`src/design/pio_defs.vh`:
```
`ifndef PIO_DEFS_VH
`define PIO_DEFS_VH

// ----------------------------------------------------------------
// geometry of the port set
// ----------------------------------------------------------------
// slots: 0 port0 low, 1 port0 high, 2 port1 low, 3 port1 high,
// 4 port2, 5 port3, 6 port4, 7 port5, 8 port6, 9 port7, 10 port8
`define SLOT_COUNT 11
`define SLOT_W 16
`define PIN_BUS_W 176
// implemented lines per slot, slot 0 in the low bits
`define SLOT_MASKS 176'h00FF_00FF_00FF_FFFF_00FF_BFFF_FFFF_00FF_00FF_00FF_00FF
// slots with an output driver (all but the input-only port)
`define SLOT_OUT_CAP 11'h77F
// slots with per-line open-drain selection
`define SLOT_OD_CAP 11'h770
// slots with driver strength and edge-rate control
`define SLOT_DRV_CAP 11'h77F

// ----------------------------------------------------------------
// address map
// ----------------------------------------------------------------
`define ADDR_W 12
`define ADDR_BANK_HI 9
`define ADDR_BANK_LO 8
`define ADDR_SLOT_HI 7
`define ADDR_SLOT_LO 4
`define ADDR_REG_HI 3
`define ADDR_REG_LO 2
`define ADDR_TOP_HI 11
`define ADDR_TOP_LO 10
// register within a slot
`define REG_DATA 2'h0
`define REG_DIR 2'h1
`define REG_OD 2'h2
`define REG_DRV 2'h3
// banks: plain access, atomic set and atomic clear of the data word
`define BANK_PLAIN 2'h0
`define BANK_SET 2'h1
`define BANK_CLEAR 2'h2
// common control slot
`define SLOT_CTRL 4'hC
`define REG_THRESH 2'h0
`define REG_STROBE 2'h1

// ----------------------------------------------------------------
// field masks and reset values
// ----------------------------------------------------------------
`define THRESH_MASK 8'hDF
`define STROBE_MASK 16'h003F
`define RST_WORD 16'h0000
`define RST_OE_N 16'hFFFF
`define RST_THRESH 8'h00
`define ZERO16 16'h0000
`define RESP_OKAY 2'h0
`define RESP_SLVERR 2'h2

`endif

```
`src/design/parallel_io_ports.v`:
```
// Overview of operation
// RULE_01: ports 0 and 1 split into byte halves
// RULE_02: port 2 sixteen bits; 4,6,7,8 eight
// RULE_03: port 3 fifteen lines, line 14 absent
// RULE_04: port 5 sixteen input-only lines
// RULE_05: ports 2,3,4,6,7,8 per-line open drain
// RULE_06: threshold choice only ports 2,3,4,7,8
// RULE_07: pins sampled every state time, any direction
// RULE_08: write to input line fills latch only
// RULE_09: read of input line returns pin
// RULE_10: modify on input uses pin, stores latch
// RULE_11: direction one enables the output driver
// RULE_12: read of output line returns latch
// RULE_13: modify on output uses latch, drives pin
// RULE_14: driver control registers for ports 0-4,6-8
// RULE_15: bus strobe drive bits in one register
// RULE_16: open-drain bits reset to push-pull
// RULE_17: threshold bit per byte of ports
// RULE_18: direction zero is input, reset input
`timescale 1ns/1ps
`include "pio_defs.vh"

module parallel_io_ports (
   input wire aclk,
   input wire aresetn,
   input wire [11:0] s_axi_awaddr,
   input wire [2:0] s_axi_awprot,
   input wire s_axi_awvalid,
   output reg s_axi_awready,
   input wire [31:0] s_axi_wdata,
   input wire [3:0] s_axi_wstrb,
   input wire s_axi_wvalid,
   output reg s_axi_wready,
   output reg [1:0] s_axi_bresp,
   output reg s_axi_bvalid,
   input wire s_axi_bready,
   input wire [11:0] s_axi_araddr,
   input wire [2:0] s_axi_arprot,
   input wire s_axi_arvalid,
   output reg s_axi_arready,
   output reg [31:0] s_axi_rdata,
   output reg [1:0] s_axi_rresp,
   output reg s_axi_rvalid,
   input wire s_axi_rready,
   input wire [175:0] pin_in,
   output wire [175:0] pin_out,
   output wire [175:0] pin_oe_n,
   output wire [175:0] output_driver_ctrl,
   output reg [7:0] input_threshold_select,
   output reg [15:0] bus_strobe_driver_ctrl
);

   // ----------------------------------------------------------------
   // constants
   // ----------------------------------------------------------------
   localparam [175:0] SLOT_MASKS = `SLOT_MASKS;
   localparam [10:0] OUT_CAP = `SLOT_OUT_CAP;
   localparam [10:0] OD_CAP = `SLOT_OD_CAP;
   localparam [10:0] DRV_CAP = `SLOT_DRV_CAP;
   localparam [3:0] LAST_SLOT = 4'hA;

   // ----------------------------------------------------------------
   // write channel holding
   // ----------------------------------------------------------------
   reg aw_full_q;
   reg w_full_q;
   reg [11:0] aw_addr_q;
   reg [31:0] w_data_q;
   reg [3:0] w_strb_q;
   wire aw_take = s_axi_awvalid & s_axi_awready;
   wire w_take = s_axi_wvalid & s_axi_wready;
   // a write commits once both halves are held and no answer is pending
   wire commit = aw_full_q & w_full_q & ~s_axi_bvalid;

   // write address fields
   wire [1:0] w_top = aw_addr_q[`ADDR_TOP_HI:`ADDR_TOP_LO];
   wire [1:0] w_bank = aw_addr_q[`ADDR_BANK_HI:`ADDR_BANK_LO];
   wire [3:0] w_slot = aw_addr_q[`ADDR_SLOT_HI:`ADDR_SLOT_LO];
   wire [1:0] w_reg = aw_addr_q[`ADDR_REG_HI:`ADDR_REG_LO];

   // read address fields
   wire [1:0] r_top = s_axi_araddr[`ADDR_TOP_HI:`ADDR_TOP_LO];
   wire [1:0] r_bank = s_axi_araddr[`ADDR_BANK_HI:`ADDR_BANK_LO];
   wire [3:0] r_slot = s_axi_araddr[`ADDR_SLOT_HI:`ADDR_SLOT_LO];
   wire [1:0] r_reg = s_axi_araddr[`ADDR_REG_HI:`ADDR_REG_LO];

   // ----------------------------------------------------------------
   // write decode
   // ----------------------------------------------------------------
   reg w_slot_ok;
   reg w_ctrl_ok;
   reg w_ok;

   // set and clear aliases exist only for the data word of a port slot
   always @* begin
      w_slot_ok = 1'b0;
      w_ctrl_ok = 1'b0;
      if (w_top == 2'h0) begin
         if (w_slot <= LAST_SLOT) begin
            if (w_bank == `BANK_PLAIN) begin
               w_slot_ok = 1'b1;
            end else if (w_bank != 2'h3 && w_reg == `REG_DATA) begin
               w_slot_ok = 1'b1;
            end
         end else if (w_slot == `SLOT_CTRL && w_bank == `BANK_PLAIN) begin
            w_ctrl_ok = (w_reg == `REG_THRESH) | (w_reg == `REG_STROBE);
         end
      end
      w_ok = w_slot_ok | w_ctrl_ok;
   end

   // ----------------------------------------------------------------
   // port slots
   // ----------------------------------------------------------------
   wire [175:0] view_all;
   wire [175:0] dir_all;
   wire [175:0] od_all;

   genvar g;
   generate
      for (g = 0; g < `SLOT_COUNT; g = g + 1) begin : slot
         wire slot_wr = commit & w_slot_ok & (w_slot == g);
         // RULE_01: port 0 and 1 halves own addresses
         // RULE_02: widths set by the slot masks
         // RULE_03: port 3 mask drops line 14
         port_slot #(
            .MASK(SLOT_MASKS[g*16 +: 16]),
            .OUT_CAP(OUT_CAP[g]),
            .OD_CAP(OD_CAP[g]),
            .DRV_CAP(DRV_CAP[g])
         ) u_slot (
            .aclk(aclk),
            .aresetn(aresetn),
            .pin_in(pin_in[g*16 +: 16]),
            .wr_en(slot_wr),
            .wr_reg(w_reg),
            .wr_bank(w_bank),
            .wdata(w_data_q[15:0]),
            .be(w_strb_q[1:0]),
            .view(view_all[g*16 +: 16]),
            .dir_q(dir_all[g*16 +: 16]),
            .od_q(od_all[g*16 +: 16]),
            .drv_q(output_driver_ctrl[g*16 +: 16]),
            .pin_out_q(pin_out[g*16 +: 16]),
            .pin_oe_n_q(pin_oe_n[g*16 +: 16])
         );
      end
   endgenerate

   // ----------------------------------------------------------------
   // common control registers
   // ----------------------------------------------------------------
   wire ctrl_wr = commit & w_ctrl_ok;
   wire [15:0] ctrl_lane = {{8{w_strb_q[1]}}, {8{w_strb_q[0]}}};

   // threshold selects and bus strobe drive
   always @(posedge aclk) begin
      if (!aresetn) begin
         input_threshold_select <= `RST_THRESH;
         bus_strobe_driver_ctrl <= `RST_WORD;
      end else begin
         // RULE_06: only ports 2,3,4,7,8 bits
         // RULE_17: one bit per byte
         if (ctrl_wr && w_reg == `REG_THRESH && w_strb_q[0]) begin
            input_threshold_select <= w_data_q[7:0] & `THRESH_MASK;
         end
         // RULE_15: dedicated strobe drive bits
         if (ctrl_wr && w_reg == `REG_STROBE) begin
            bus_strobe_driver_ctrl <= (bus_strobe_driver_ctrl & ~(ctrl_lane & `STROBE_MASK))
               | (w_data_q[15:0] & ctrl_lane & `STROBE_MASK);
         end
      end
   end

   // ----------------------------------------------------------------
   // write channel handshake
   // ----------------------------------------------------------------
   // address and data are taken in either order, then held until the answer is taken
   always @(posedge aclk) begin
      if (!aresetn) begin
         aw_full_q <= 1'b0;
         w_full_q <= 1'b0;
         aw_addr_q <= 12'h000;
         w_data_q <= 32'h0000_0000;
         w_strb_q <= 4'h0;
         s_axi_awready <= 1'b1;
         s_axi_wready <= 1'b1;
         s_axi_bvalid <= 1'b0;
         s_axi_bresp <= `RESP_OKAY;
      end else begin
         if (aw_take) begin
            aw_full_q <= 1'b1;
            aw_addr_q <= s_axi_awaddr;
            s_axi_awready <= 1'b0;
         end
         if (w_take) begin
            w_full_q <= 1'b1;
            w_data_q <= s_axi_wdata;
            w_strb_q <= s_axi_wstrb;
            s_axi_wready <= 1'b0;
         end
         if (commit) begin
            aw_full_q <= 1'b0;
            w_full_q <= 1'b0;
            s_axi_bvalid <= 1'b1;
            s_axi_bresp <= w_ok ? `RESP_OKAY : `RESP_SLVERR;
         end
         // readiness returns only when the answer is taken: one write at a time
         if (s_axi_bvalid && s_axi_bready) begin
            s_axi_bvalid <= 1'b0;
            s_axi_awready <= 1'b1;
            s_axi_wready <= 1'b1;
         end
      end
   end

   // ----------------------------------------------------------------
   // read decode
   // ----------------------------------------------------------------
   reg [15:0] r_word;
   reg r_ok;

   // the data word gives the direction-dependent view of each line
   always @(*) begin
      r_word = `ZERO16;
      r_ok = 1'b0;
      if (r_top == 2'h0 && r_bank == `BANK_PLAIN) begin
         if (r_slot <= LAST_SLOT) begin
            r_ok = 1'b1;
            case (r_reg)
               // RULE_09: view from input or output latch
               `REG_DATA: r_word = view_all[r_slot*16 +: 16];
               `REG_DIR: r_word = dir_all[r_slot*16 +: 16];
               `REG_OD: r_word = od_all[r_slot*16 +: 16];
               default: r_word = output_driver_ctrl[r_slot*16 +: 16];
            endcase
         end else if (r_slot == `SLOT_CTRL) begin
            case (r_reg)
               `REG_THRESH: begin
                  r_word = {8'h00, input_threshold_select};
                  r_ok = 1'b1;
               end
               `REG_STROBE: begin
                  r_word = bus_strobe_driver_ctrl;
                  r_ok = 1'b1;
               end
               default: begin
                  r_word = `ZERO16;
                  r_ok = 1'b0;
               end
            endcase
         end
      end
   end

   // ----------------------------------------------------------------
   // read channel handshake
   // ----------------------------------------------------------------
   // data is captured at the address edge, so a later pin change does not tear it
   always @(posedge aclk) begin
      if (!aresetn) begin
         s_axi_arready <= 1'b1;
         s_axi_rvalid <= 1'b0;
         s_axi_rdata <= 32'h0000_0000;
         s_axi_rresp <= `RESP_OKAY;
      end else begin
         if (s_axi_arvalid && s_axi_arready) begin
            s_axi_arready <= 1'b0;
            s_axi_rvalid <= 1'b1;
            s_axi_rdata <= {16'h0000, r_word};
            s_axi_rresp <= r_ok ? `RESP_OKAY : `RESP_SLVERR;
         end
         if (s_axi_rvalid && s_axi_rready) begin
            s_axi_rvalid <= 1'b0;
            s_axi_arready <= 1'b1;
         end
      end
   end

endmodule

```
`src/design/port_slot.v`:
```
`timescale 1ns/1ps
`include "pio_defs.vh"

module port_slot #(
   parameter [15:0] MASK = 16'hFFFF,
   parameter [0:0] OUT_CAP = 1'b1,
   parameter [0:0] OD_CAP = 1'b1,
   parameter [0:0] DRV_CAP = 1'b1
) (
   input wire aclk,
   input wire aresetn,
   input wire [15:0] pin_in,
   input wire wr_en,
   input wire [1:0] wr_reg,
   input wire [1:0] wr_bank,
   input wire [15:0] wdata,
   input wire [1:0] be,
   output wire [15:0] view,
   output reg [15:0] dir_q,
   output reg [15:0] od_q,
   output reg [15:0] drv_q,
   output reg [15:0] pin_out_q,
   output reg [15:0] pin_oe_n_q
);

   // ----------------------------------------------------------------
   // write data shaping
   // ----------------------------------------------------------------
   reg [15:0] in_q;
   reg [15:0] out_q;
   reg [15:0] out_d;
   reg [15:0] dir_d;
   reg [15:0] od_d;
   reg [15:0] drv_d;
   wire [15:0] lane = {{8{be[1]}}, {8{be[0]}}};
   wire [15:0] wmask = lane & MASK;
   wire [15:0] wbits = wdata & wmask;
   // nibble fields exist for whole bytes, so the missing port3 line keeps its field
   wire [15:0] drv_mask = {{8{MASK[8]}}, 8'hFF} & lane;

   // RULE_09: input lines read the sampled level
   // RULE_12: output lines read the output latch
   assign view = ((dir_q & out_q) | (~dir_q & in_q)) & MASK;

   // next-state of the software registers
   always @* begin
      out_d = out_q;
      dir_d = dir_q;
      od_d = od_q;
      drv_d = drv_q;
      if (wr_en && wr_reg == `REG_DATA) begin
         case (wr_bank)
            // RULE_10: operand is pin for inputs
            // RULE_13: operand is latch for outputs
            `BANK_SET: begin
               out_d = (out_q & ~wmask) | ((view | wbits) & wmask);
            end
            `BANK_CLEAR: begin
               out_d = (out_q & ~wmask) | (view & ~wbits & wmask);
            end
            // RULE_08: latch stored even for inputs
            default: begin
               out_d = (out_q & ~wmask) | wbits;
            end
         endcase
      end
      // RULE_04: input-only slot keeps no direction
      if (wr_en && wr_reg == `REG_DIR && OUT_CAP) begin
         dir_d = (dir_q & ~wmask) | wbits;
      end
      // RULE_05: per-line open-drain choice
      if (wr_en && wr_reg == `REG_OD && OD_CAP) begin
         od_d = (od_q & ~wmask) | wbits;
      end
      // RULE_14: driver strength and edge fields
      if (wr_en && wr_reg == `REG_DRV && DRV_CAP) begin
         drv_d = (drv_q & ~drv_mask) | (wdata & drv_mask);
      end
   end

   // ----------------------------------------------------------------
   // state and pad drive
   // ----------------------------------------------------------------
   // pad controls are registered from the next values so they move with the latch
   always @(posedge aclk) begin
      if (!aresetn) begin
         in_q <= `RST_WORD;
         out_q <= `RST_WORD;
         // RULE_18: direction resets to input
         dir_q <= `RST_WORD;
         // RULE_16: push-pull after reset
         od_q <= `RST_WORD;
         drv_q <= `RST_WORD;
         pin_out_q <= `RST_WORD;
         pin_oe_n_q <= `RST_OE_N;
      end else begin
         // RULE_07: every line sampled each cycle
         in_q <= pin_in & MASK;
         out_q <= out_d;
         dir_q <= dir_d;
         od_q <= od_d;
         drv_q <= drv_d;
         pin_out_q <= out_d;
         // RULE_11: driver on when direction is one
         // RULE_16: open drain drives only the low level
         pin_oe_n_q <= ~(dir_d & (~od_d | ~out_d));
      end
   end

endmodule

```
`config.mk`:
```
export PLATFORM = sky130hd
export DESIGN_NAME = parallel_io_ports
export DESIGN_NICKNAME = d
export VERILOG_FILES = /design/src/design/parallel_io_ports.v /design/src/design/port_slot.v
export VERILOG_INCLUDE_DIRS = /design/src /design/src/design
export SDC_FILE = /design/constraint.sdc
export NUM_CORES = 1
export LEC_CHECK = 0
export BUFFER_PORTS_ARGS = -buffer_cell sky130_fd_sc_hd__buf_2
export CAP_MARGIN = 15
export CORE_AREA = 8 8 319 321
export CTS_CLUSTER_DIAMETER = 30
export DETAILED_ROUTE_END_ITERATION = 10
export DIE_AREA = 0 0 327 329
export PLACE_DENSITY = 0.62
export SYNTH_ARGS = -nofsm -noshare
export SYNTH_HDL_FRONTEND = slang
export SYNTH_SLANG_ARGS = --single-unit
```
`constraint.sdc`:
```
create_clock -name aclk -period 2.7 [get_ports aclk]
set_input_delay 0.27 -clock aclk [delete_from_list [all_inputs] [get_ports aclk]]
set_output_delay 0.27 -clock aclk [all_outputs]
set_load 0.005 [all_outputs]
```
==> run_results.csv <==
group,metric,value,unit
floorplan,initial_core_util,0.306,
finish,final_cell_mix,"dfxtp_1, buf_2, nand2_1",
finish,final_common_cell,"dfxtp_1",
sta,fin_worst_skew,22.4,ps
clock_network,clk_pin_slew,40,ps
floorplan,die_w,327,µm
sta,min_period,2650,ps
setup_path,cp.required,3350,ps
power,pwr-share-comb,0.057,
power,pwr-share-seq,0.312,
power,ir_drop,557,µV
global_route,grt_pass1_vias,26800,
setup_path,cp.arrival,3300,ps
sta,worst_pin_slew,1140,ps
setup_path,crit_buf_inv,3,
setup_path,path_depth,8,
sta,setup_viol,0,
clock_network,cts_tree,"yes",
setup_path,path_cells,"inv_1 > ha_1 > nand2_1 > buf_4 > nor2_1 > buf_4 > a21oi_1 > o21ai_0",
synthesis,synth-seq-cells,637,
synthesis,syn-cell-area,29800,µm²
clock_network,clock_path_buffers,3,
sta,max_freq,377,MHz
synthesis,synthCells,3318,
setup_path,critPathTopFamily,"simple AND/OR/NAND/NOR gates",
synthesis,ys_types,77,
power,p_clk_frac,0.630,
drt,route.detailed.drc,0,
placement,place.gp.congestion,0.941,
finish,layout-drive-gt1-share,0.252,
power,leakagePower,16.1,nW
setup_path,rr_worst_depth,8,
flow_run,drv_cap,0,
finish,fin_nets,4355,
clock_network,htreeDepth,4,
setup_path,critical-path-max-stage-delay,440,ps
drt,dr_wl_met3,13600,µm
drt,drt_iter0_markers,2296,
global_route,antenna_found_initial,9,
global_route,grt_overflow,0,
drt,wl_met2,61900,µm
placement,hpwl,103000,µm
sta,holdWs,94.8,ps
clock_network,root_buffer,"clkbuf_16",
setup_path,cp-start-kind,"register",
sta,tns,0,ps
drt,routed_wl,137000,µm
setup_path,cp-end-kind,"register",
clock_network,clkSinkCount,637,
sta,rsz0062_at_grt,"false",
global_route,grt_usage,0.240,
drt,dr.max_layer_used,"met5",
synthesis,synth.avg_cell_area,8.97,µm²
hold_path,min_delay_path_depth,3,
drt,vias_per_cell,4.97,
synthesis,synth_enable_flop_cells,0,
global_route,grt_max_degree,144,
sta,hold_violations,0,
sta,fin_ws,50.8,ps
floorplan,io_pins,842,
finish,area_growth,36.9,%
drt,drtPass1Iterations,5,
setup_path,worstSetupPathType,"register to register",
drt,final_antenna_net_count,0,
setup_path,path_common_cell,"buf_4",
power,p_sw,7.32,mW
clock_network,cts_buffers,156,
power,p_per_area,764,nW/µm²
floorplan,die_area,108000,µm²
placement,dp_cells,5081,
setup_path,cp_max_fo,10,
synthesis,synth_ff_type,"dfxtp_1",
drt,wl_per_cell,24.7,µm
sta,drv_slew,0,
clock_network,insertion_delay,740,ps
power,switching_share,0.235,
synthesis,ys_warn_count,0,
hold_path,hp-class,"input port to register",
sta,fin_crit_sh,0.981,
floorplan,num_rows,115,
drt,wl_met1,55500,µm
placement,post-place-ws,108,ps
drt,vias,27500,
run_status,status,"complete, no violations",
floorplan,coreArea,97100,µm²
synthesis,yosysSeqAreaShare,0.429,
placement,port_buffers,493,
floorplan,dieHeight,329,µm
setup_path,cp_slowest_cell,"nor2_1",
sta,maxSlewHeadroom,0.236,
power,p_int,23.8,mW
global_route,grt_first_pass_wirelength,191000,µm
synthesis,async_reset_ff_frac,0,
finish,instances_no_fill,5524,
stage by stage:
stage | area, µm² | utilization | total power [mW]
6_report | 40700 | 0.420 | 31.1
5_1_grt | 40700 | 0.419 | 32.0
3_3_place_gp | 33700 | 0.347 | 11.5
3_5_place_dp | 33700 | 0.347 | 11.5
4_1_cts | 40700 | 0.419 | 31.3
2_1_floorplan | 30700 | - | 10.9
final timing paths:
kind / startpoint / endpoint / slack (ps)
max: aw_addr_q[8] / slot[7].u_slot.pin_out_q[6] / 50
min: s_axi_araddr[11] / s_axi_rresp[1] / 90
max reg2reg: aw_addr_q[8] / slot[7].u_slot.pin_out_q[6] / 50
min reg2reg: slot[7].u_slot.pin_out_q[5] / slot[7].u_slot.pin_out_q[5] / 450
synthesized netlist by cell type (41+ instances only):
library cell  count  area share
nor2b_1         268       0.056
a22oi_1          41       0.010
o21ai_0         284       0.048
a21oi_1         131       0.022
nor2_1           68      0.0086
nand2b_1         90       0.019
and2_1          123       0.026
buf_4           260       0.066
mux2i_1         253       0.085
nand2_1         358       0.045
clkbuf_1        145       0.018
o21ai_1          49      0.0082
nand3_1          59      0.0099
a21boi_0        108       0.027
mux2_2           54       0.020
dfxtp_1         637        0.43
power by group through the flow:
stage          Combinational [mW]  Clock, mW  Sequential (mW)
3_3_place_gp                 1.57          0             9.89
3_5_place_dp                 1.57          0             9.89
4_1_cts                      1.75       19.8             9.72
5_1_grt                      1.91       20.4             9.72
2_1_floorplan                1.16          0             9.78
6_report                     1.79       19.6             9.73
timing repair:
action                                  CTS  global route
resized for setup                         0             1
endpoints found under the hold margin   145             0
buffers inserted                          0             3
endpoints found under the setup margin    0             2
hold buffers                            147             0
layer usage:
metal / vias to the layer above / global-route usage
met3: 284 / 0.0834
met1: 13200 / 0.293
met2: 1349 / 0.385
met5: - / 0
met4: 8 / 0.0982
li1: 12600 / -
final cells by class:
class	instances	area, µm²
Fill cell	9661	56400
Tap cell	1287	1610
Clock inverter	84	1190
Inverter	21	78.8
Sequential cell	637	12800
Clock buffer	205	4350
Timing Repair Buffer	835	5600
Antenna cell	3	7.51
Multi-Input combinational cell	2452	15200
logic make-up (layout without fill, tap and decap cells):
logic type      Yosys count  after routing  share of synthesized area
compound gates          799            799                      0.167
fa+ha+maj                 3              3                    0.00126
buf+inv                 482           1145                     0.0946
flops                   637            637                      0.429
mux                     311            311                      0.109
other cells               2            258                   0.000252
simple gates           1084           1084                      0.200
worst min-delay path, delay by kind of cell:
family	cells	cell delay, ps
simple gates	1	240
compound gates	1	200
buf+inv	1	70
No activity file was read; power rests on OpenSTA's default activity.
